[src/hw/gpio_mux_pkg.sv]
// constants shared by the pin function multiplexer and its per-pin router
package gpio_mux_pkg;

   // ----------------------------------------------------------------
   // sizes
   // ----------------------------------------------------------------
   localparam int NUM_PINS  = 5;
   localparam int FN_W      = 7;
   localparam int NUM_SRC   = 17;
   localparam int APB_AW    = 8;
   localparam int LAST_PIN  = 4;
   localparam int FOURTH_PIN = 3;
   localparam int NUM_FRAME = 3;

   // ----------------------------------------------------------------
   // register map (byte addresses)
   // ----------------------------------------------------------------
   localparam logic [APB_AW-1:0] OFS_CTRL_BASE = 8'h00;
   localparam logic [APB_AW-1:0] OFS_STATUS    = 8'h14;
   localparam logic [APB_AW-1:0] OFS_MASK      = 8'h18;
   localparam logic [APB_AW-1:0] OFS_CLKDIV    = 8'h1C;

   // pin control word fields
   localparam int BIT_DIR = 15;
   localparam int BIT_LVL = 11;
   localparam int BIT_INV = 10;
   localparam int FN_LSB  = 0;

   // reset values
   localparam logic            RST_DIR    = 1'b1;
   localparam logic            RST_LVL    = 1'b0;
   localparam logic            RST_INV    = 1'b0;
   localparam logic [FN_W-1:0] RST_FN     = 7'h01;
   localparam logic [7:0]      RST_CLKDIV = 8'h00;

   // ----------------------------------------------------------------
   // function codes
   // ----------------------------------------------------------------
   localparam logic [FN_W-1:0] FN_FRAME       = 7'h00;
   localparam logic [FN_W-1:0] FN_LOGIC       = 7'h01;
   localparam logic [FN_W-1:0] FN_IRQ_ONE     = 7'h02;
   localparam logic [FN_W-1:0] FN_IRQ_TWO     = 7'h03;
   localparam logic [FN_W-1:0] FN_CLKOUT      = 7'h04;
   localparam logic [FN_W-1:0] FN_LOOP1_CLK   = 7'h05;
   localparam logic [FN_W-1:0] FN_LOOP2_CLK   = 7'h06;
   localparam logic [FN_W-1:0] FN_RSVD_7      = 7'h07;
   localparam logic [FN_W-1:0] FN_PWM_ONE     = 7'h08;
   localparam logic [FN_W-1:0] FN_PWM_TWO     = 7'h09;
   localparam logic [FN_W-1:0] FN_SYS_UNDER   = 7'h0A;
   localparam logic [FN_W-1:0] FN_ASYNC_UNDER = 7'h0B;
   localparam logic [FN_W-1:0] FN_LOOP1_LOCK  = 7'h0C;
   localparam logic [FN_W-1:0] FN_LOOP2_LOCK  = 7'h0D;
   localparam logic [FN_W-1:0] FN_LOOP1_OK    = 7'h0F;
   localparam logic [FN_W-1:0] FN_LOOP2_OK    = 7'h10;
   localparam logic [FN_W-1:0] FN_LAST        = 7'h10;

   // one bit per code 00h..10h; 07h and 0Eh are reserved everywhere
   localparam logic [NUM_SRC-1:0] FN_SET_FULL   = 17'h1_BF7F;
   localparam logic [NUM_SRC-1:0] FN_SET_FOURTH = 17'h1_BF7E;
   localparam logic [NUM_SRC-1:0] FN_SET_LAST   = 17'h0_001E;

   function automatic logic fnSupported(input int pin, input logic [FN_W-1:0] fn);
      logic [NUM_SRC-1:0] set;
      set = (pin == LAST_PIN) ? FN_SET_LAST : (pin == FOURTH_PIN) ? FN_SET_FOURTH : FN_SET_FULL;
      return (fn <= FN_LAST) && set[fn[4:0]];
   endfunction : fnSupported

   function automatic logic isMapped(input logic [APB_AW-1:0] addr);
      return (addr[1:0] == 2'b00) && (addr <= OFS_CLKDIV);
   endfunction : isMapped

endpackage : gpio_mux_pkg

[src/hw/pin_cfg_if.sv]
// configuration, candidate sources and registered drive of one pin
`timescale 1ns/1ps
interface pin_cfg_if;
   import gpio_mux_pkg::*;
   logic [FN_W-1:0]    fn;
   logic               dirIn;
   logic               level;
   logic               invert;
   logic [NUM_SRC-1:0] src;
   logic               drive;
   logic               oeN;

   modport ctrl  (output fn, dirIn, level, invert, src, input drive, oeN);
   modport route (input fn, dirIn, level, invert, src, output drive, oeN);
endinterface : pin_cfg_if

[src/hw/gpio_function_select_mux.sv]
// five-pin function multiplexer with apb register file and pin-change interrupt
`timescale 1ns/1ps

module gpio_function_select_mux #(
   parameter int DIV_W = 8
) (
   input  wire logic                          clk,
   input  wire logic                          reset,
   input  wire logic [gpio_mux_pkg::APB_AW-1:0] paddr,
   input  wire logic                          psel,
   input  wire logic                          penable,
   input  wire logic                          pwrite,
   input  wire logic [31:0]                   pwdata,
   output logic      [31:0]                   prdata,
   output logic                               pready,
   output logic                               pslverr,
   output logic                               irq,
   input  wire logic [gpio_mux_pkg::NUM_PINS-1:0] pinIn,
   output logic      [gpio_mux_pkg::NUM_PINS-1:0] pinOut,
   output logic      [gpio_mux_pkg::NUM_PINS-1:0] pinOeN,
   input  wire logic [gpio_mux_pkg::NUM_FRAME-1:0] audioPortTxFrameClock,
   input  wire logic                          interruptRequestOne,
   input  wire logic                          interruptRequestTwo,
   input  wire logic                          firstLoopClock,
   input  wire logic                          secondLoopClock,
   input  wire logic                          pwmChannelOne,
   input  wire logic                          pwmChannelTwo,
   input  wire logic                          systemClockUnderclock,
   input  wire logic                          asyncClockUnderclock,
   input  wire logic                          firstLoopLock,
   input  wire logic                          secondLoopLock,
   input  wire logic                          firstLoopClockOk,
   input  wire logic                          secondLoopClockOk
);
   import gpio_mux_pkg::*;

   // ----------------------------------------------------------------
   // state
   // ----------------------------------------------------------------
   logic [FN_W-1:0]     pinFunctionSelect_r [NUM_PINS];
   logic [FN_W-1:0]     pinFunctionSelect_nxt [NUM_PINS];
   logic [NUM_PINS-1:0] pinDirection_r;
   logic [NUM_PINS-1:0] pinDirection_nxt;
   logic [NUM_PINS-1:0] pinLevel_r;
   logic [NUM_PINS-1:0] pinLevel_nxt;
   logic [NUM_PINS-1:0] pinOutputInvert_r;
   logic [NUM_PINS-1:0] pinOutputInvert_nxt;
   logic [NUM_PINS-1:0] status_r;
   logic [NUM_PINS-1:0] status_nxt;
   logic [NUM_PINS-1:0] mask_r;
   logic [NUM_PINS-1:0] mask_nxt;
   logic [DIV_W-1:0]    clkDiv_r;
   logic [DIV_W-1:0]    clkDiv_nxt;
   logic [31:0]         prdata_r;
   logic [31:0]         prdata_nxt;
   logic                pslverr_r;
   logic                pslverr_nxt;

   logic [NUM_PINS-1:0] pinMeta_r;
   logic [NUM_PINS-1:0] pinSync_r;
   logic [NUM_PINS-1:0] pinPrev_r;

   logic [DIV_W-1:0]    divCnt_r;
   logic [DIV_W-1:0]    divCnt_nxt;
   logic                derivedClockOut_r;
   logic                derivedClockOut_nxt;

   logic                setupPhase;
   logic                writeTake;
   logic [2:0]          ctrlIdx;
   logic                ctrlHit;
   logic [NUM_PINS-1:0] pinEvent;
   logic [NUM_PINS-1:0] frameClk;

   assign setupPhase = psel && !penable;
   assign writeTake  = psel && penable && pwrite;
   assign ctrlIdx    = paddr[4:2];
   assign ctrlHit    = (paddr[1:0] == 2'b00) && (paddr < OFS_STATUS);
   // only the first pins own a frame clock; the upper slots are tied low so that
   // the per-pin source vector never indexes past the frame clock bus
   assign frameClk   = {{(NUM_PINS-NUM_FRAME){1'b0}}, audioPortTxFrameClock};

   // ----------------------------------------------------------------
   // pad input synchroniser and change detect
   // ----------------------------------------------------------------
   always_ff @(posedge clk or posedge reset) begin
      if (reset) begin
         pinMeta_r <= '0;
         pinSync_r <= '0;
         pinPrev_r <= '0;
      end else begin
         pinMeta_r <= pinIn;
         pinSync_r <= pinMeta_r;
         pinPrev_r <= pinSync_r;
      end
   end

   // only pins set up as button/logic inputs raise events
   always_comb begin
      for (int i = 0; i < NUM_PINS; i++) begin
         pinEvent[i] = (pinSync_r[i] ^ pinPrev_r[i]) && pinDirection_r[i]
                       && (pinFunctionSelect_r[i] == FN_LOGIC);
      end
   end

   // ----------------------------------------------------------------
   // derived clock output
   // ----------------------------------------------------------------
   // period is 2*(divider+1) system clocks; a new divider is compared against the running count at once
   always_comb begin
      if (divCnt_r >= clkDiv_r) begin
         divCnt_nxt          = '0;
         derivedClockOut_nxt = !derivedClockOut_r;
      end else begin
         divCnt_nxt          = divCnt_r + DIV_W'(1);
         derivedClockOut_nxt = derivedClockOut_r;
      end
   end

   always_ff @(posedge clk or posedge reset) begin
      if (reset) begin
         divCnt_r          <= '0;
         derivedClockOut_r <= 1'b0;
      end else begin
         divCnt_r          <= divCnt_nxt;
         derivedClockOut_r <= derivedClockOut_nxt;
      end
   end

   // ----------------------------------------------------------------
   // apb register file
   // ----------------------------------------------------------------
   always_comb begin
      pinFunctionSelect_nxt = pinFunctionSelect_r;
      pinDirection_nxt      = pinDirection_r;
      pinLevel_nxt          = pinLevel_r;
      pinOutputInvert_nxt   = pinOutputInvert_r;
      mask_nxt              = mask_r;
      clkDiv_nxt            = clkDiv_r;
      prdata_nxt            = prdata_r;
      pslverr_nxt           = pslverr_r;
      status_nxt            = status_r;

      if (writeTake && ctrlHit) begin
         pinFunctionSelect_nxt[ctrlIdx] = pwdata[FN_LSB +: FN_W];
         pinDirection_nxt[ctrlIdx]      = pwdata[BIT_DIR];
         pinLevel_nxt[ctrlIdx]          = pwdata[BIT_LVL];
         pinOutputInvert_nxt[ctrlIdx]   = pwdata[BIT_INV];
      end
      if (writeTake && paddr == OFS_STATUS) begin
         status_nxt = status_r & ~pwdata[NUM_PINS-1:0];
      end
      if (writeTake && paddr == OFS_MASK) begin
         mask_nxt = pwdata[NUM_PINS-1:0];
      end
      if (writeTake && paddr == OFS_CLKDIV) begin
         clkDiv_nxt = pwdata[DIV_W-1:0];
      end
      // an event in the clearing cycle survives the clear
      status_nxt = status_nxt | pinEvent;

      // read data is captured in the setup cycle so the access cycle needs no wait
      if (setupPhase) begin
         prdata_nxt  = '0;
         pslverr_nxt = !isMapped(paddr);
         if (ctrlHit) begin
            prdata_nxt[FN_LSB +: FN_W] = pinFunctionSelect_r[ctrlIdx];
            prdata_nxt[BIT_DIR]        = pinDirection_r[ctrlIdx];
            prdata_nxt[BIT_LVL]        = pinSync_r[ctrlIdx];
            prdata_nxt[BIT_INV]        = pinOutputInvert_r[ctrlIdx];
         end else if (paddr == OFS_STATUS) begin
            prdata_nxt[NUM_PINS-1:0] = status_r;
         end else if (paddr == OFS_MASK) begin
            prdata_nxt[NUM_PINS-1:0] = mask_r;
         end else if (paddr == OFS_CLKDIV) begin
            prdata_nxt[DIV_W-1:0] = clkDiv_r;
         end
      end
   end

   always_ff @(posedge clk or posedge reset) begin
      if (reset) begin
         for (int i = 0; i < NUM_PINS; i++) begin
            pinFunctionSelect_r[i] <= RST_FN;
         end
         pinDirection_r    <= {NUM_PINS{RST_DIR}};
         pinLevel_r        <= {NUM_PINS{RST_LVL}};
         pinOutputInvert_r <= {NUM_PINS{RST_INV}};
         status_r          <= '0;
         mask_r            <= '0;
         clkDiv_r          <= DIV_W'(RST_CLKDIV);
         prdata_r          <= '0;
         pslverr_r         <= 1'b0;
      end else begin
         pinFunctionSelect_r <= pinFunctionSelect_nxt;
         pinDirection_r      <= pinDirection_nxt;
         pinLevel_r          <= pinLevel_nxt;
         pinOutputInvert_r   <= pinOutputInvert_nxt;
         status_r            <= status_nxt;
         mask_r              <= mask_nxt;
         clkDiv_r            <= clkDiv_nxt;
         prdata_r            <= prdata_nxt;
         pslverr_r           <= pslverr_nxt;
      end
   end

   assign pready  = psel && penable;
   assign prdata  = prdata_r;
   assign pslverr = pslverr_r && psel && penable;
   assign irq     = |(status_r & mask_r);

   // ----------------------------------------------------------------
   // per-pin routing
   // ----------------------------------------------------------------
   pin_cfg_if cfg [NUM_PINS] ();

   for (genvar g = 0; g < NUM_PINS; g++) begin : g_pin
      assign cfg[g].fn     = pinFunctionSelect_r[g];
      assign cfg[g].dirIn  = pinDirection_r[g];
      assign cfg[g].level  = pinLevel_r[g];
      assign cfg[g].invert = pinOutputInvert_r[g];
      // source index equals function code; reserved slots are tied low
      assign cfg[g].src = {
         secondLoopClockOk,
         firstLoopClockOk,
         1'b0,
         secondLoopLock,
         firstLoopLock,
         asyncClockUnderclock,
         systemClockUnderclock,
         pwmChannelTwo,
         pwmChannelOne,
         1'b0,
         secondLoopClock,
         firstLoopClock,
         derivedClockOut_r,
         interruptRequestTwo,
         interruptRequestOne,
         pinLevel_r[g],
         frameClk[g]
      };
      assign pinOut[g] = cfg[g].drive;
      assign pinOeN[g] = cfg[g].oeN;

      pin_route #(
         .PIN_INDEX (g)
      ) u_route (
         .clk   (clk),
         .reset (reset),
         .p     (cfg[g])
      );
   end

   // ----------------------------------------------------------------
   // checks
   // ----------------------------------------------------------------
   a_frame_route: assert property (@(posedge clk) disable iff (reset)
      (pinFunctionSelect_r[0] == FN_FRAME)
      |=> (pinOut[0] == ($past(audioPortTxFrameClock[0]) ^ $past(pinOutputInvert_r[0]))))
      else $error("pin one does not carry the first frame clock");

   a_irq_route: assert property (@(posedge clk) disable iff (reset)
      (pinFunctionSelect_r[1] == FN_IRQ_ONE)
      |=> (pinOut[1] == ($past(interruptRequestOne) ^ $past(pinOutputInvert_r[1]))))
      else $error("pin two does not carry the first interrupt request");

   a_level_read: assert property (@(posedge clk) disable iff (reset)
      (setupPhase && !pwrite && paddr == OFS_CTRL_BASE)
      |=> (prdata[BIT_LVL] == $past(pinSync_r[0])))
      else $error("level read does not return the sampled pin");

   a_status_sticky: assert property (@(posedge clk) disable iff (reset)
      (status_r[0] && !(writeTake && paddr == OFS_STATUS && pwdata[0])) |=> status_r[0] [*1])
      else $error("status bit lost without a clearing write");

   a_irq_level: assert property (@(posedge clk) disable iff (reset)
      ((status_r & mask_r) != '0) |-> irq ##1 (irq || (status_r & mask_r) == '0))
      else $error("interrupt output low while an unmasked bit is set");

   a_unmapped_err: assert property (@(posedge clk) disable iff (reset)
      (setupPhase && !isMapped(paddr)) ##1 (psel && penable) |-> pslverr)
      else $error("unmapped access answered without error");

endmodule : gpio_function_select_mux

[src/hw/pin_route.sv]
// per-pin function select, polarity and registered pad drive
`timescale 1ns/1ps
module pin_route #(
   parameter int PIN_INDEX = 0
) (
   input wire logic clk,
   input wire logic reset,
   pin_cfg_if.route p
);
   import gpio_mux_pkg::*;

   logic drive_r;
   logic drive_nxt;
   logic oeN_r;
   logic oeN_nxt;
   logic fnOk;

   always_comb begin
      fnOk = fnSupported(PIN_INDEX, p.fn);
      // unsupported codes never see the source vector or the invert bit
      drive_nxt = fnOk ? (p.src[p.fn[4:0]] ^ p.invert) : 1'b0;
      oeN_nxt   = p.dirIn;
   end

   always_ff @(posedge clk or posedge reset) begin
      if (reset) begin
         drive_r <= 1'b0;
         oeN_r   <= 1'b1;
      end else begin
         drive_r <= drive_nxt;
         oeN_r   <= oeN_nxt;
      end
   end

   assign p.drive = drive_r;
   assign p.oeN   = oeN_r;

   // ----------------------------------------------------------------
   // checks
   // ----------------------------------------------------------------
   a_reserved_low: assert property (@(posedge clk) disable iff (reset)
      (p.fn == FN_RSVD_7 || p.fn > FN_LAST) |=> !p.drive)
      else $error("reserved code drove the pin high");

   a_logic_level: assert property (@(posedge clk) disable iff (reset)
      (p.fn == FN_LOGIC && !p.invert) |=> (p.drive == $past(p.level)))
      else $error("logic output does not follow the level bit");

   a_invert_out: assert property (@(posedge clk) disable iff (reset)
      (p.fn == FN_LOGIC && p.invert) |=> (p.drive == !$past(p.level)))
      else $error("inverted output matches the level bit");

   a_last_subset: assert property (@(posedge clk) disable iff (reset)
      (PIN_INDEX == LAST_PIN && p.fn >= FN_CLKOUT + 7'h01) |=> !p.drive)
      else $error("last pin routed a code outside its subset");

   a_dir_enable: assert property (@(posedge clk) disable iff (reset)
      $rose(p.dirIn) |=> p.oeN ##1 (p.oeN || !p.dirIn))
      else $error("pin still driven after switching to input");

endmodule : pin_route

[config.mk]
export PLATFORM = sky130hd
export DESIGN_NAME = gpio_function_select_mux
export DESIGN_NICKNAME = d
export VERILOG_FILES = /design/src/hw/gpio_mux_pkg.sv /design/src/hw/pin_cfg_if.sv /design/src/hw/gpio_function_select_mux.sv /design/src/hw/pin_route.sv
export SDC_FILE = /design/constraint.sdc
export NUM_CORES = 1
export LEC_CHECK = 0
export ABC_CLOCK_PERIOD_IN_PS = 4200
export BUFFER_PORTS_ARGS = -buffer_cell sky130_fd_sc_hd__buf_4
export CORE_AREA = 2 2 134 103
export CTS_CLUSTER_SIZE = 40
export DETAILED_ROUTE_END_ITERATION = 10
export DIE_AREA = 0 0 136 105
export PLACE_DENSITY = 0.67
export SKIP_CTS_REPAIR_TIMING = 1
export SYNTH_ARGS = -nofsm -noshare
export SYNTH_HDL_FRONTEND = slang
export SYNTH_SLANG_ARGS = --single-unit
[constraint.sdc]
create_clock -name clk -period 4.2 [get_ports clk]
set_clock_uncertainty 0.15 [all_clocks]
set_input_delay 0.63 -clock clk [delete_from_list [all_inputs] [get_ports clk]]
set_output_delay 0.63 -clock clk [all_outputs]
set_load 0.01 [all_outputs]
==> report_table.html, run 1 <==
<table>
<tr><th>Metric</th><th>Value</th></tr>
<tr><th colspan="2">Global routing</th></tr>
<tr><td>Via count of the first global-routing pass</td><td>~4300</td></tr>
<tr><td>Pin count of the biggest net entering global routing</td><td>62</td></tr>
<tr><td>Total gr overflow</td><td>0</td></tr>
<tr><td>Global router's overall resource usage</td><td>0.2231</td></tr>
<tr><td>Number of antenna violations at the first check in global routing</td><td>0</td></tr>
<tr><td>Global-route wire length before repair</td><td>roughly 24 mm</td></tr>
<tr><th colspan="2">Worst hold path</th></tr>
<tr><td>Depth of the worst hold-timing path</td><td>1</td></tr>
<tr><td>Hold path startpoint</td><td>pinIn[0]</td></tr>
<tr><td>Type of the worst min-delay path</td><td>in2reg</td></tr>
<tr><td>Hold worst-path end</td><td>pinMeta_r[0]</td></tr>
<tr><th colspan="2">Worst setup path</th></tr>
<tr><td>CP max FO</td><td>11</td></tr>
<tr><td>Kind of start point of the critical path</td><td>input port</td></tr>
<tr><td>R2r startpoint</td><td>cfg[1].fn[1]</td></tr>
<tr><td>Type of the setup path with the least slack</td><td>in2reg</td></tr>
<tr><td>Critical path required time</td><td>~4.3 ns</td></tr>
<tr><td>Critical Path Stages</td><td>6</td></tr>
<tr><td>Slowest stage cell, crit path</td><td>sky130_fd_sc_hd__nor2_1</td></tr>
<tr><td>Worst reg2reg path endpoint</td><td>g_pin[1].u_route.p.drive</td></tr>
<tr><td>CP cell instances</td><td>buf_4 -&gt; or4_4 -&gt; nor2_8 -&gt; nand3_4 -&gt; nor2_1 -&gt; mux2_2</td></tr>
<tr><td>Critical Path End Type</td><td>flop</td></tr>
<tr><td>Count of cells along the worst register-to-register path</td><td>6</td></tr>
<tr><td>R2R setup slack</td><td>about 1.7 ns</td></tr>
<tr><td>Cell family with the largest share of critical-path delay</td><td>simple AND/OR/NAND/NOR gates</td></tr>
<tr><td>Buffers and inverters on the worst path</td><td>1</td></tr>
<tr><td>Critical Path AT</td><td>2.76 ns</td></tr>
<tr><td>Critical Path Max Stage Delay</td><td>roughly 0.71 ns</td></tr>
<tr><th colspan="2">Drt</th></tr>
<tr><td>DRC violations left</td><td>0</td></tr>
<tr><td>Via density</td><td>5.686</td></tr>
<tr><td>Metal3 WL</td><td>approximately 1.2 mm</td></tr>
<tr><td>Mean routed wirelength per cell</td><td>19.34 um</td></tr>
<tr><td>Total wirelength of the detailed-routed design</td><td>between 15 and 20 mm</td></tr>
<tr><td>Antenna viol nets, final</td><td>0</td></tr>
<tr><td>Total via count in the routed design</td><td>4412</td></tr>
<tr><td>Highest metal layer with signal wires</td><td>met4</td></tr>
<tr><td>Detailed Routing Iterations Pass 1</td><td>5</td></tr>
<tr><td>Total length of routed met2 wires</td><td>between 6 and 7 mm</td></tr>
<tr><td>DR iter-0 viols</td><td>around 380</td></tr>
<tr><td>Met1 Wirelength</td><td>6.856 mm</td></tr>
<tr><th colspan="2">Timing</th></tr>
<tr><td>Max Freq</td><td>between 300 and 400 MHz</td></tr>
<tr><td>RSZ-0062 raised after global routing</td><td>no</td></tr>
<tr><td>Max-Slew Margin vs Limit</td><td>0.4135</td></tr>
<tr><td>Final total negative setup slack</td><td>0 ns</td></tr>
<tr><td>Slew @ Worst Pin</td><td>just under 0.9 ns</td></tr>
<tr><td>Minimum clock period after layout</td><td>approximately 2.6 ns</td></tr>
<tr><td>Count of pins over their slew limit</td><td>0</td></tr>
<tr><td>Final setup vio count</td><td>0</td></tr>
<tr><td>Share of the clock period used by the worst path after layout</td><td>0.6232</td></tr>
<tr><td>Total count of hold-check failures in the final report</td><td>0</td></tr>
<tr><td>Tightest hold margin</td><td>around 0.18 ns</td></tr>
<tr><th colspan="2">Clock network</th></tr>
<tr><td>Clock tree from TritonCTS</td><td>done</td></tr>
<tr><td>Number of buffers on the longest clock path</td><td>2</td></tr>
<tr><td>Clock H-tree levels</td><td>4</td></tr>
<tr><td>Clk_lat worst skew</td><td>0.41 ns</td></tr>
<tr><td>Clk root buf</td><td>sky130_fd_sc_hd__clkbuf_16</td></tr>
<tr><td>Total clock sinks</td><td>roughly 110</td></tr>
<tr><td>Number of buffers created by CTS</td><td>17</td></tr>
<tr><td>Clk pin slew, worst setup/hold paths</td><td>0.05 ns</td></tr>
<tr><th colspan="2">Power</th></tr>
<tr><td>Static power due to leakage</td><td>3.274 nW</td></tr>
<tr><td>Post-layout total power</td><td>approximately 0.0028 W</td></tr>
<tr><td>Worst ir drop on vdd</td><td>0.2534 mV</td></tr>
<tr><td>Pwr per Cell Area</td><td>just under 400 nW/um^2</td></tr>
<tr><th colspan="2">Place</th></tr>
<tr><td>Dpl hpwl</td><td>10.64 mm</td></tr>
<tr><td>Buffers added on ports</td><td>between 60 and 70</td></tr>
<tr><td>Placed standard-cell area</td><td>around 6600 um^2</td></tr>
<tr><td>Routability congestion estimate</td><td>between 0.8 and 0.9</td></tr>
<tr><th colspan="2">Yosys</th></tr>
<tr><td>Portion of netlist area occupied by mux cells</td><td>0.1984</td></tr>
<tr><td>Post-Synth XOR/XNOR Area</td><td>0.02575</td></tr>
<tr><td>Count of different cell masters after synthesis</td><td>63</td></tr>
<tr><td>Proportion of register bits with asynchronous set or reset after synthesis</td><td>1.000</td></tr>
<tr><td>Main flop type after synthesis</td><td>sky130_fd_sc_hd__dfrtp_1</td></tr>
<tr><td>Gate count of the mapped netlist</td><td>approximately 540</td></tr>
<tr><td>Area share of fa/ha/maj cells after synthesis</td><td>0.01839</td></tr>
<tr><td>Most area-hungry cell type in the Yosys netlist</td><td>sky130_fd_sc_hd__dfrtp_1</td></tr>
<tr><td>Synth warnings</td><td>0</td></tr>
<tr><td>Portion of synthesized cell area occupied by the leading cell type</td><td>0.4046</td></tr>
<tr><td>Cell area after synthesis</td><td>a little over 6000 um^2</td></tr>
<tr><td>Register bit count reported by yosys</td><td>around 110</td></tr>
<tr><td>Largest family of logic cells by synthesized area</td><td>multiplexers</td></tr>
<tr><td>Synth Area per Inst</td><td>between 10 and 15 um^2</td></tr>
<tr><td>EDFF count, synth</td><td>0</td></tr>
<tr><td>Compound-Gate Fraction of Synth Area</td><td>0.09583</td></tr>
<tr><td>Post-synthesis simple-gate area fraction</td><td>0.1230</td></tr>
<tr><td>Cells taking the most area after synthesis</td><td>sky130_fd_sc_hd__dfrtp_1, sky130_fd_sc_hd__mux2_2, sky130_fd_sc_hd__dfstp_2</td></tr>
<tr><td>Sequential fraction of the synthesis area</td><td>0.4689</td></tr>
<tr><th colspan="2">Flow run</th></tr>
<tr><td>Total of max-cap violations</td><td>0</td></tr>
<tr><th colspan="2">Finish</th></tr>
<tr><td>Final-stage net count</td><td>666</td></tr>
<tr><td>Synthesis-to-finish area growth</td><td>17.33%</td></tr>
<tr><td>Final non-filler cell area</td><td>between 7000 and 8000 um^2</td></tr>
<tr><td>Number of fillers in the final layout</td><td>approximately 1100</td></tr>
<tr><td>Antenna Diode Count</td><td>0</td></tr>
<tr><td>Share of post-route cells with drive strength above 1</td><td>0.3190</td></tr>
<tr><th colspan="2">Die</th></tr>
<tr><td>Number of placed I/O pins</td><td>110</td></tr>
<tr><td>Number of placement rows</td><td>36</td></tr>
<tr><td>Core Area</td><td>12880 um^2</td></tr>
<tr><td>Starting density of the core</td><td>0.4753</td></tr>
<tr><td>Total Die Area</td><td>around 14000 um^2</td></tr>
<tr><td>Die height</td><td>105 um</td></tr>
<tr><td>Horizontal die dimension</td><td>about 140 um</td></tr>
<tr><th colspan="2">Run status</th></tr>
<tr><td>Outcome</td><td>complete, no violations</td></tr>
</table>
-- where the power goes --
part / internal, W / switching, W
registers: 0.00113 / 0.0000231
clock network: 0.000982 / 0.000470
logic: 0.0000825 / 0.000113
total: 0.00219 / 0.000607
-- cells in the mapped netlist, types with 12 or more instances --
master,n
sky130_fd_sc_hd__nand2_1,48
sky130_fd_sc_hd__clkbuf_1,12
sky130_fd_sc_hd__nand3_1,13
sky130_fd_sc_hd__mux2_2,48
sky130_fd_sc_hd__nor2_1,28
sky130_fd_sc_hd__buf_4,31
sky130_fd_sc_hd__o21ai_0,35
sky130_fd_sc_hd__mux2i_1,22
sky130_fd_sc_hd__o211ai_1,12
sky130_fd_sc_hd__dfstp_2,15
sky130_fd_sc_hd__inv_1,16
sky130_fd_sc_hd__dfrtp_1,99
-- cell type report --
| class | instances | area (um^2) | share of cell area |
|---|---|---|---|
| Inverter | 16 | 62.56 | 0.008708 |
| Multi-Input combinational cell | 373 | 2904 | 0.4042 |
| Timing Repair Buffer | 70 | 525.5 | 0.07315 |
| Clock buffer | 28 | 536.8 | 0.07471 |
| Clock inverter | 4 | 70.07 | 0.009753 |
| Sequential cell | 114 | 2872 | 0.3997 |
| Tap cell | 171 | 214.0 | 0.02978 |
-- how the worst max path moves through the flow --
stage | from | endpoint | slack, ns
floorplan | reset | cfg[0].fn[1] | 0.43
global placement | paddr[0] | pinLevel_r[2] | 1.21
detailed placement | paddr[0] | cfg[4].fn[4] | 1.18
CTS | paddr[0] | cfg[4].fn[4] | 1.61
global route | paddr[0] | cfg[4].fn[1] | 1.48
finish | paddr[0] | cfg[4].fn[4] | 1.58
-- logic make-up after synthesis --
logic type | count (synthesis)
other cells | 1
flops | 114
buf+inv | 71
simple gates | 142
xor+xnor | 18
fa+ha+maj | 9
compound gates | 90
mux | 93
-- worst reg2reg max path, delay by kind of cell (launching register included) --
kind	cells	cell delay, ns
flip-flops	1	0.54
multiplexers	1	0.46
AND/OR/NAND/NOR	3	1.01
AO/OA/AOI/OAI	1	0.12
XOR/XNOR	1	0.12
-- stage by stage --
stage | setup WS [ns] | instances | utilization
5_1_grt | 1.481 | 776 | 0.5577
3_3_place_gp | 1.214 | 744 | 0.5106
2_1_floorplan | 0.4291 | 558 | -
3_5_place_dp | 1.184 | 744 | 0.5106
4_1_cts | 1.611 | 776 | 0.5577
6_report | 1.583 | 776 | 0.5577
-- cell usage in the layout (no fill, tap or decap), types with 3 or more instances in the layout --
master and n:
sky130_fd_sc_hd__dfrtp_1 99, sky130_fd_sc_hd__buf_4 70, sky130_fd_sc_hd__nand2_1 48, sky130_fd_sc_hd__mux2_2 48, sky130_fd_sc_hd__o21ai_0 35, sky130_fd_sc_hd__nor2_1 28, sky130_fd_sc_hd__mux2i_1 22, sky130_fd_sc_hd__conb_1 21
sky130_fd_sc_hd__clkbuf_16 17, sky130_fd_sc_hd__inv_1 15, sky130_fd_sc_hd__dfstp_2 15, sky130_fd_sc_hd__nand3_1 13, sky130_fd_sc_hd__o211ai_1 12, sky130_fd_sc_hd__mux2_4 10, sky130_fd_sc_hd__xnor2_1 10, sky130_fd_sc_hd__mux4_2 10
sky130_fd_sc_hd__a21oi_1 9, sky130_fd_sc_hd__ha_1 9, sky130_fd_sc_hd__xor2_1 8, sky130_fd_sc_hd__clkbuf_8 7, sky130_fd_sc_hd__nor2b_1 6, sky130_fd_sc_hd__nand3b_1 6, sky130_fd_sc_hd__nor4_1 6, sky130_fd_sc_hd__nand2b_1 4
sky130_fd_sc_hd__and2_1 4, sky130_fd_sc_hd__nand4_1 4, sky130_fd_sc_hd__a22oi_1 4, sky130_fd_sc_hd__a31oi_1 4, sky130_fd_sc_hd__o22ai_1 4, sky130_fd_sc_hd__clkbuf_1 4, sky130_fd_sc_hd__or3_1 3, sky130_fd_sc_hd__o2bb2ai_1 3
sky130_fd_sc_hd__and3_1 3, sky130_fd_sc_hd__mux4_1 3
-- per-layer routing --
layer  GRT usage  vias up
li1            -     2013
met3     0.05483       28
met1      0.3275     2181
met2      0.3198      190
met5           0        -
met4     0.07887        0
-- sequential cells by signal, indices dropped and copies added (netlist names) --
name,cells
cfg.fn,35
prdata,11
clkDiv_r,8
divCnt_r,8
g_pin.u_route.p.drive,5
g_pin.u_route.p.oeN,5
mask_r,5
pinDirection_r,5
pinLevel_r,5
pinMeta_r,5
pinOutputInvert_r,5
pinPrev_r,5
pinSync_r,5
status_r,5
derivedClockOut_r,1
pslverr_r,1
Note: power is estimated with default switching activity, not from simulation.
==> run 2: changes to the inputs <==
ABC_AREA = 1   (was default)
ABC_CLOCK_PERIOD_IN_PS = 2300   (was 4200)
CORE_AREA = 2 2 134 104   (was 2 2 134 103)
DIE_AREA = 0 0 136 106   (was 0 0 136 105)
PLACE_DENSITY = 0.7   (was 0.67)
clock period = 2.3 ns   (was 4.2 ns; I/O delays follow)
==> run 2 against run 1 <==
- combinational power grew 98%
- hold slack lost 0.16 ns
- setup slack lost 1.2 ns
==> report_table.html, run 2 <==
<table>
<tr><th>Metric</th><th>Value</th></tr>
<tr><th colspan="2">Run status</th></tr>
<tr><td>Outcome</td><td>complete, no violations</td></tr>
<tr><th colspan="2">Global routing</th></tr>
<tr><td>Global route hottest layer</td><td>met1</td></tr>
<tr><td>Met2 global-route usage</td><td>0.3471</td></tr>
<tr><td>Number of antenna violations at the first check in global routing</td><td>1</td></tr>
<tr><td>Met1 GRT Util</td><td>0.3512</td></tr>
<tr><td>GR Layer Usage met3</td><td>0.07439</td></tr>
<tr><td>Global-route wire length before repair</td><td>between 20 and 30 mm</td></tr>
<tr><td>Via count of the first global-routing pass</td><td>between 4000 and 5000</td></tr>
<tr><td>Total gr overflow</td><td>0</td></tr>
<tr><td>Pin count of the biggest net entering global routing</td><td>between 60 and 70</td></tr>
<tr><td>Global router's overall resource usage</td><td>0.2420</td></tr>
<tr><th colspan="2">Timing</th></tr>
<tr><td>Slew @ Worst Pin</td><td>0.5395 ns</td></tr>
<tr><td>RSZ-0062 raised after global routing</td><td>no</td></tr>
<tr><td>Setup slack after layout</td><td>around 0.38 ns</td></tr>
<tr><td>Max Freq</td><td>approximately 520 MHz</td></tr>
<tr><td>Share of the clock period used by the worst path after layout</td><td>0.8335</td></tr>
<tr><td>Final total negative setup slack</td><td>0 ns</td></tr>
<tr><td>Max-Slew Margin vs Limit</td><td>0.6395</td></tr>
<tr><td>Final setup vio count</td><td>0</td></tr>
<tr><td>Tightest hold margin</td><td>around 0.015 ns</td></tr>
<tr><td>Count of pins over their slew limit</td><td>0</td></tr>
<tr><td>Total count of hold-check failures in the final report</td><td>0</td></tr>
<tr><td>Minimum clock period after layout</td><td>~1.9 ns</td></tr>
<tr><th colspan="2">Clock network</th></tr>
<tr><td>Number of buffers created by CTS</td><td>17</td></tr>
<tr><td>Total clock sinks</td><td>114</td></tr>
<tr><td>Clock H-tree levels</td><td>4</td></tr>
<tr><td>Clk_lat worst skew</td><td>roughly 0.42 ns</td></tr>
<tr><td>Clk root buf</td><td>sky130_fd_sc_hd__clkbuf_16</td></tr>
<tr><td>Clk pin slew, worst setup/hold paths</td><td>around 0.060 ns</td></tr>
<tr><td>Number of buffers on the longest clock path</td><td>2</td></tr>
<tr><td>Clock tree from TritonCTS</td><td>done</td></tr>
<tr><th colspan="2">Yosys</th></tr>
<tr><td>Gate count of the mapped netlist</td><td>~800</td></tr>
<tr><td>Ranking of synthesized cells by instance count</td><td>sky130_fd_sc_hd__nand2_1, sky130_fd_sc_hd__dfrtp_1, sky130_fd_sc_hd__o21ai_0</td></tr>
<tr><td>Main flop type after synthesis</td><td>sky130_fd_sc_hd__dfrtp_1</td></tr>
<tr><td>Sequential fraction of the synthesis area</td><td>0.4667</td></tr>
<tr><td>Post-Synth XOR/XNOR Area</td><td>0.01566</td></tr>
<tr><td>Portion of synthesized cell area occupied by the leading cell type</td><td>0.4026</td></tr>
<tr><td>Proportion of register bits with asynchronous set or reset after synthesis</td><td>1.000</td></tr>
<tr><td>Cells taking the most area after synthesis</td><td>sky130_fd_sc_hd__dfrtp_1, sky130_fd_sc_hd__nand2_1, sky130_fd_sc_hd__o21ai_0</td></tr>
<tr><td>Portion of netlist area occupied by mux cells</td><td>0.002440</td></tr>
<tr><td>Area share of fa/ha/maj cells after synthesis</td><td>0.01830</td></tr>
<tr><td>Most frequent cell after synthesis</td><td>sky130_fd_sc_hd__nand2_1</td></tr>
<tr><td>Synth warnings</td><td>0</td></tr>
<tr><td>Compound-Gate Fraction of Synth Area</td><td>0.1285</td></tr>
<tr><td>Cell area after synthesis</td><td>around 6200 um^2</td></tr>
<tr><td>Most area-hungry cell type in the Yosys netlist</td><td>sky130_fd_sc_hd__dfrtp_1</td></tr>
<tr><td>Count of different cell masters after synthesis</td><td>44</td></tr>
<tr><td>EDFF count, synth</td><td>0</td></tr>
<tr><td>Register bit count reported by yosys</td><td>around 110</td></tr>
<tr><td>Largest family of logic cells by synthesized area</td><td>simple AND/OR/NAND/NOR gates</td></tr>
<tr><td>Post-synthesis simple-gate area fraction</td><td>0.2625</td></tr>
<tr><td>Synth Area per Inst</td><td>between 7 and 8 um^2</td></tr>
<tr><th colspan="2">Worst setup path</th></tr>
<tr><td>Buffers and inverters on the worst path</td><td>1</td></tr>
<tr><td>CP cell instances</td><td>a221oi_1 -&gt; nand2_1 -&gt; buf_4</td></tr>
<tr><td>Critical path required time</td><td>1.80 ns</td></tr>
<tr><td>Critical Path Stages</td><td>3</td></tr>
<tr><td>Critical Path Max Stage Delay</td><td>0.45 ns</td></tr>
<tr><td>Launching instance or port of the critical path</td><td>status_r[3]</td></tr>
<tr><td>Critical Path End Type</td><td>primary output</td></tr>
<tr><td>CP Capture Point</td><td>irq</td></tr>
<tr><td>Worst reg2reg path endpoint</td><td>g_pin[1].u_route.p.drive</td></tr>
<tr><td>Kind of start point of the critical path</td><td>flop</td></tr>
<tr><td>CP max FO</td><td>3</td></tr>
<tr><td>Slowest stage cell, crit path</td><td>sky130_fd_sc_hd__dfrtp_1</td></tr>
<tr><td>Count of cells along the worst register-to-register path</td><td>10</td></tr>
<tr><td>R2r startpoint</td><td>cfg[1].fn[0]</td></tr>
<tr><td>R2R setup slack</td><td>between 0.5 and 0.6 ns</td></tr>
<tr><td>Cell family with the largest share of critical-path delay</td><td>flip-flops</td></tr>
<tr><td>Type of the setup path with the least slack</td><td>reg2out</td></tr>
<tr><td>Critical Path AT</td><td>approximately 1.4 ns</td></tr>
<tr><th colspan="2">Drt</th></tr>
<tr><td>Via density</td><td>between 5 and 6</td></tr>
<tr><td>Mean routed wirelength per cell</td><td>15.75 um</td></tr>
<tr><td>Total via count in the routed design</td><td>roughly 5400</td></tr>
<tr><td>DRC violations left</td><td>0</td></tr>
<tr><td>DR iter-0 viols</td><td>around 540</td></tr>
<tr><td>Detailed Routing Iterations Pass 1</td><td>5</td></tr>
<tr><td>Total wirelength of the detailed-routed design</td><td>16.59 mm</td></tr>
<tr><td>Antenna viol nets, final</td><td>0</td></tr>
<tr><th colspan="2">Die</th></tr>
<tr><td>Horizontal die dimension</td><td>roughly 140 um</td></tr>
<tr><td>Number of placed I/O pins</td><td>between 100 and 150</td></tr>
<tr><td>Starting density of the core</td><td>0.4648</td></tr>
<tr><td>Number of placement rows</td><td>37</td></tr>
<tr><td>Core Area</td><td>between 10000 and 15000 um^2</td></tr>
<tr><td>Total Die Area</td><td>around 14000 um^2</td></tr>
<tr><td>Die height</td><td>106 um</td></tr>
<tr><th colspan="2">Finish</th></tr>
<tr><td>Top library cells by usage in the layout, fill and taps aside</td><td>sky130_fd_sc_hd__nand2_1, sky130_fd_sc_hd__dfrtp_1, sky130_fd_sc_hd__o21ai_0, sky130_fd_sc_hd__buf_4, sky130_fd_sc_hd__inv_1</td></tr>
<tr><td>Final-stage net count</td><td>~940</td></tr>
<tr><td>Number of flip-flops in the largest register</td><td>35</td></tr>
<tr><td>Biggest register</td><td>cfg.fn</td></tr>
<tr><td>Antenna Diode Count</td><td>0</td></tr>
<tr><td>Commonest non-fill, non-tap cell in the layout</td><td>sky130_fd_sc_hd__nand2_1</td></tr>
<tr><td>Share of post-route cells with drive strength above 1</td><td>0.1686</td></tr>
<tr><td>Synthesis-to-finish area growth</td><td>19.36%</td></tr>
<tr><td>Post-route insts no fill</td><td>about 1100</td></tr>
<tr><th colspan="2">Place</th></tr>
<tr><td>Buffers added on ports</td><td>67</td></tr>
<tr><td>Worst slack at placement</td><td>approximately 0.32 ns</td></tr>
<tr><td>Placed cell count</td><td>between 1000 and 1500</td></tr>
<tr><td>Routability congestion estimate</td><td>0.9559</td></tr>
<tr><td>Dpl hpwl</td><td>11.82 mm</td></tr>
<tr><th colspan="2">Worst hold path</th></tr>
<tr><td>Hold path startpoint</td><td>pwdata[7]</td></tr>
<tr><td>Type of the worst min-delay path</td><td>in2reg</td></tr>
<tr><th colspan="2">Power</th></tr>
<tr><td>Static power due to leakage</td><td>roughly 3.4 nW</td></tr>
<tr><td>Worst ir drop on vdd</td><td>approximately 0.54 mV</td></tr>
<tr><td>Pwr per Cell Area</td><td>around 700 nW/um^2</td></tr>
<tr><th colspan="2">Flow run</th></tr>
<tr><td>Total of max-cap violations</td><td>0</td></tr>
</table>
run 2: cell count changes after synthesis, moves of 14 or more:
| cell | change |
|---|---|
| sky130_fd_sc_hd__nand2_1 | +186 |
| sky130_fd_sc_hd__inv_1 | +56 |
| sky130_fd_sc_hd__o21ai_0 | +51 |
| sky130_fd_sc_hd__mux2_2 | -48 |
| sky130_fd_sc_hd__nand3_1 | +35 |
| sky130_fd_sc_hd__nor2_1 | +32 |
| sky130_fd_sc_hd__mux2i_1 | -22 |
| sky130_fd_sc_hd__a21oi_1 | +15 |
| sky130_fd_sc_hd__o21ai_1 | +14 |
run 2: cells by family after synthesis:
logic type	after synthesis
AND/OR/NAND/NOR	382
AO/OA/AOI/OAI	145
buffers and inverters	133
flip-flops	114
XOR/XNOR	11
adder cells (fa/ha/maj)	9
other	1
multiplexers	1
run 2: final cells by class:
class | count | area, um^2
flip-flops and latches | 114 | 2872
clock inverters | 15 | 137.6
inverters | 76 | 289.0
fillers | 1232 | 5896
well taps | 175 | 219.0
multi-input cells | 569 | 2709
repair buffers | 87 | 693.2
clock buffers | 17 | 425.4
run 2: power breakdown:
part           switching, W  internal (W)  total (W)
Clock               0.00101       0.00149    0.00250
Combinational      0.000245      0.000143   0.000388
Sequential        0.0000550       0.00205    0.00211
run 2: worst min-delay path by stage:
stage | end | cells past startpoint | slack [ns]
after CTS | divCnt_r[1] | 3 | -0.14
after detailed placement | pinSync_r[2] | 0 | 0.18
after global routing | clkDiv_r[7] | 2 | 0.007
final | clkDiv_r[7] | 2 | 0.01
after floorplan | pinSync_r[0] | 0 | 0.18
after global placement | pinSync_r[4] | 0 | 0.18
run 2: metal layers:
layer  up-vias  part of all wire
met2       217              0.44
met5         -                 0
li1       2682                 -
met1      2512              0.46
met3        30             0.085
met4         0             0.019
run 2: worst register-to-register path: cells and delay by family (launching register included):
kind	cells	cell delay (ns)
DFF	1	0.66
buffers and inverters	1	0.12
and+or+nand+nor	9	0.75
run 2: metrics by stage:
| step | power [W] | utilization | cell area, um^2 |
|---|---|---|---|
| global route | 0.005160 | 0.5547 | 7345 |
| finish | 0.004996 | 0.5547 | 7345 |
| global placement | 0.002517 | 0.5077 | 6721 |
| floorplan | 0.002356 | - | 6232 |
| detailed placement | 0.002520 | 0.5077 | 6721 |
| CTS | 0.005001 | 0.5502 | 7284 |
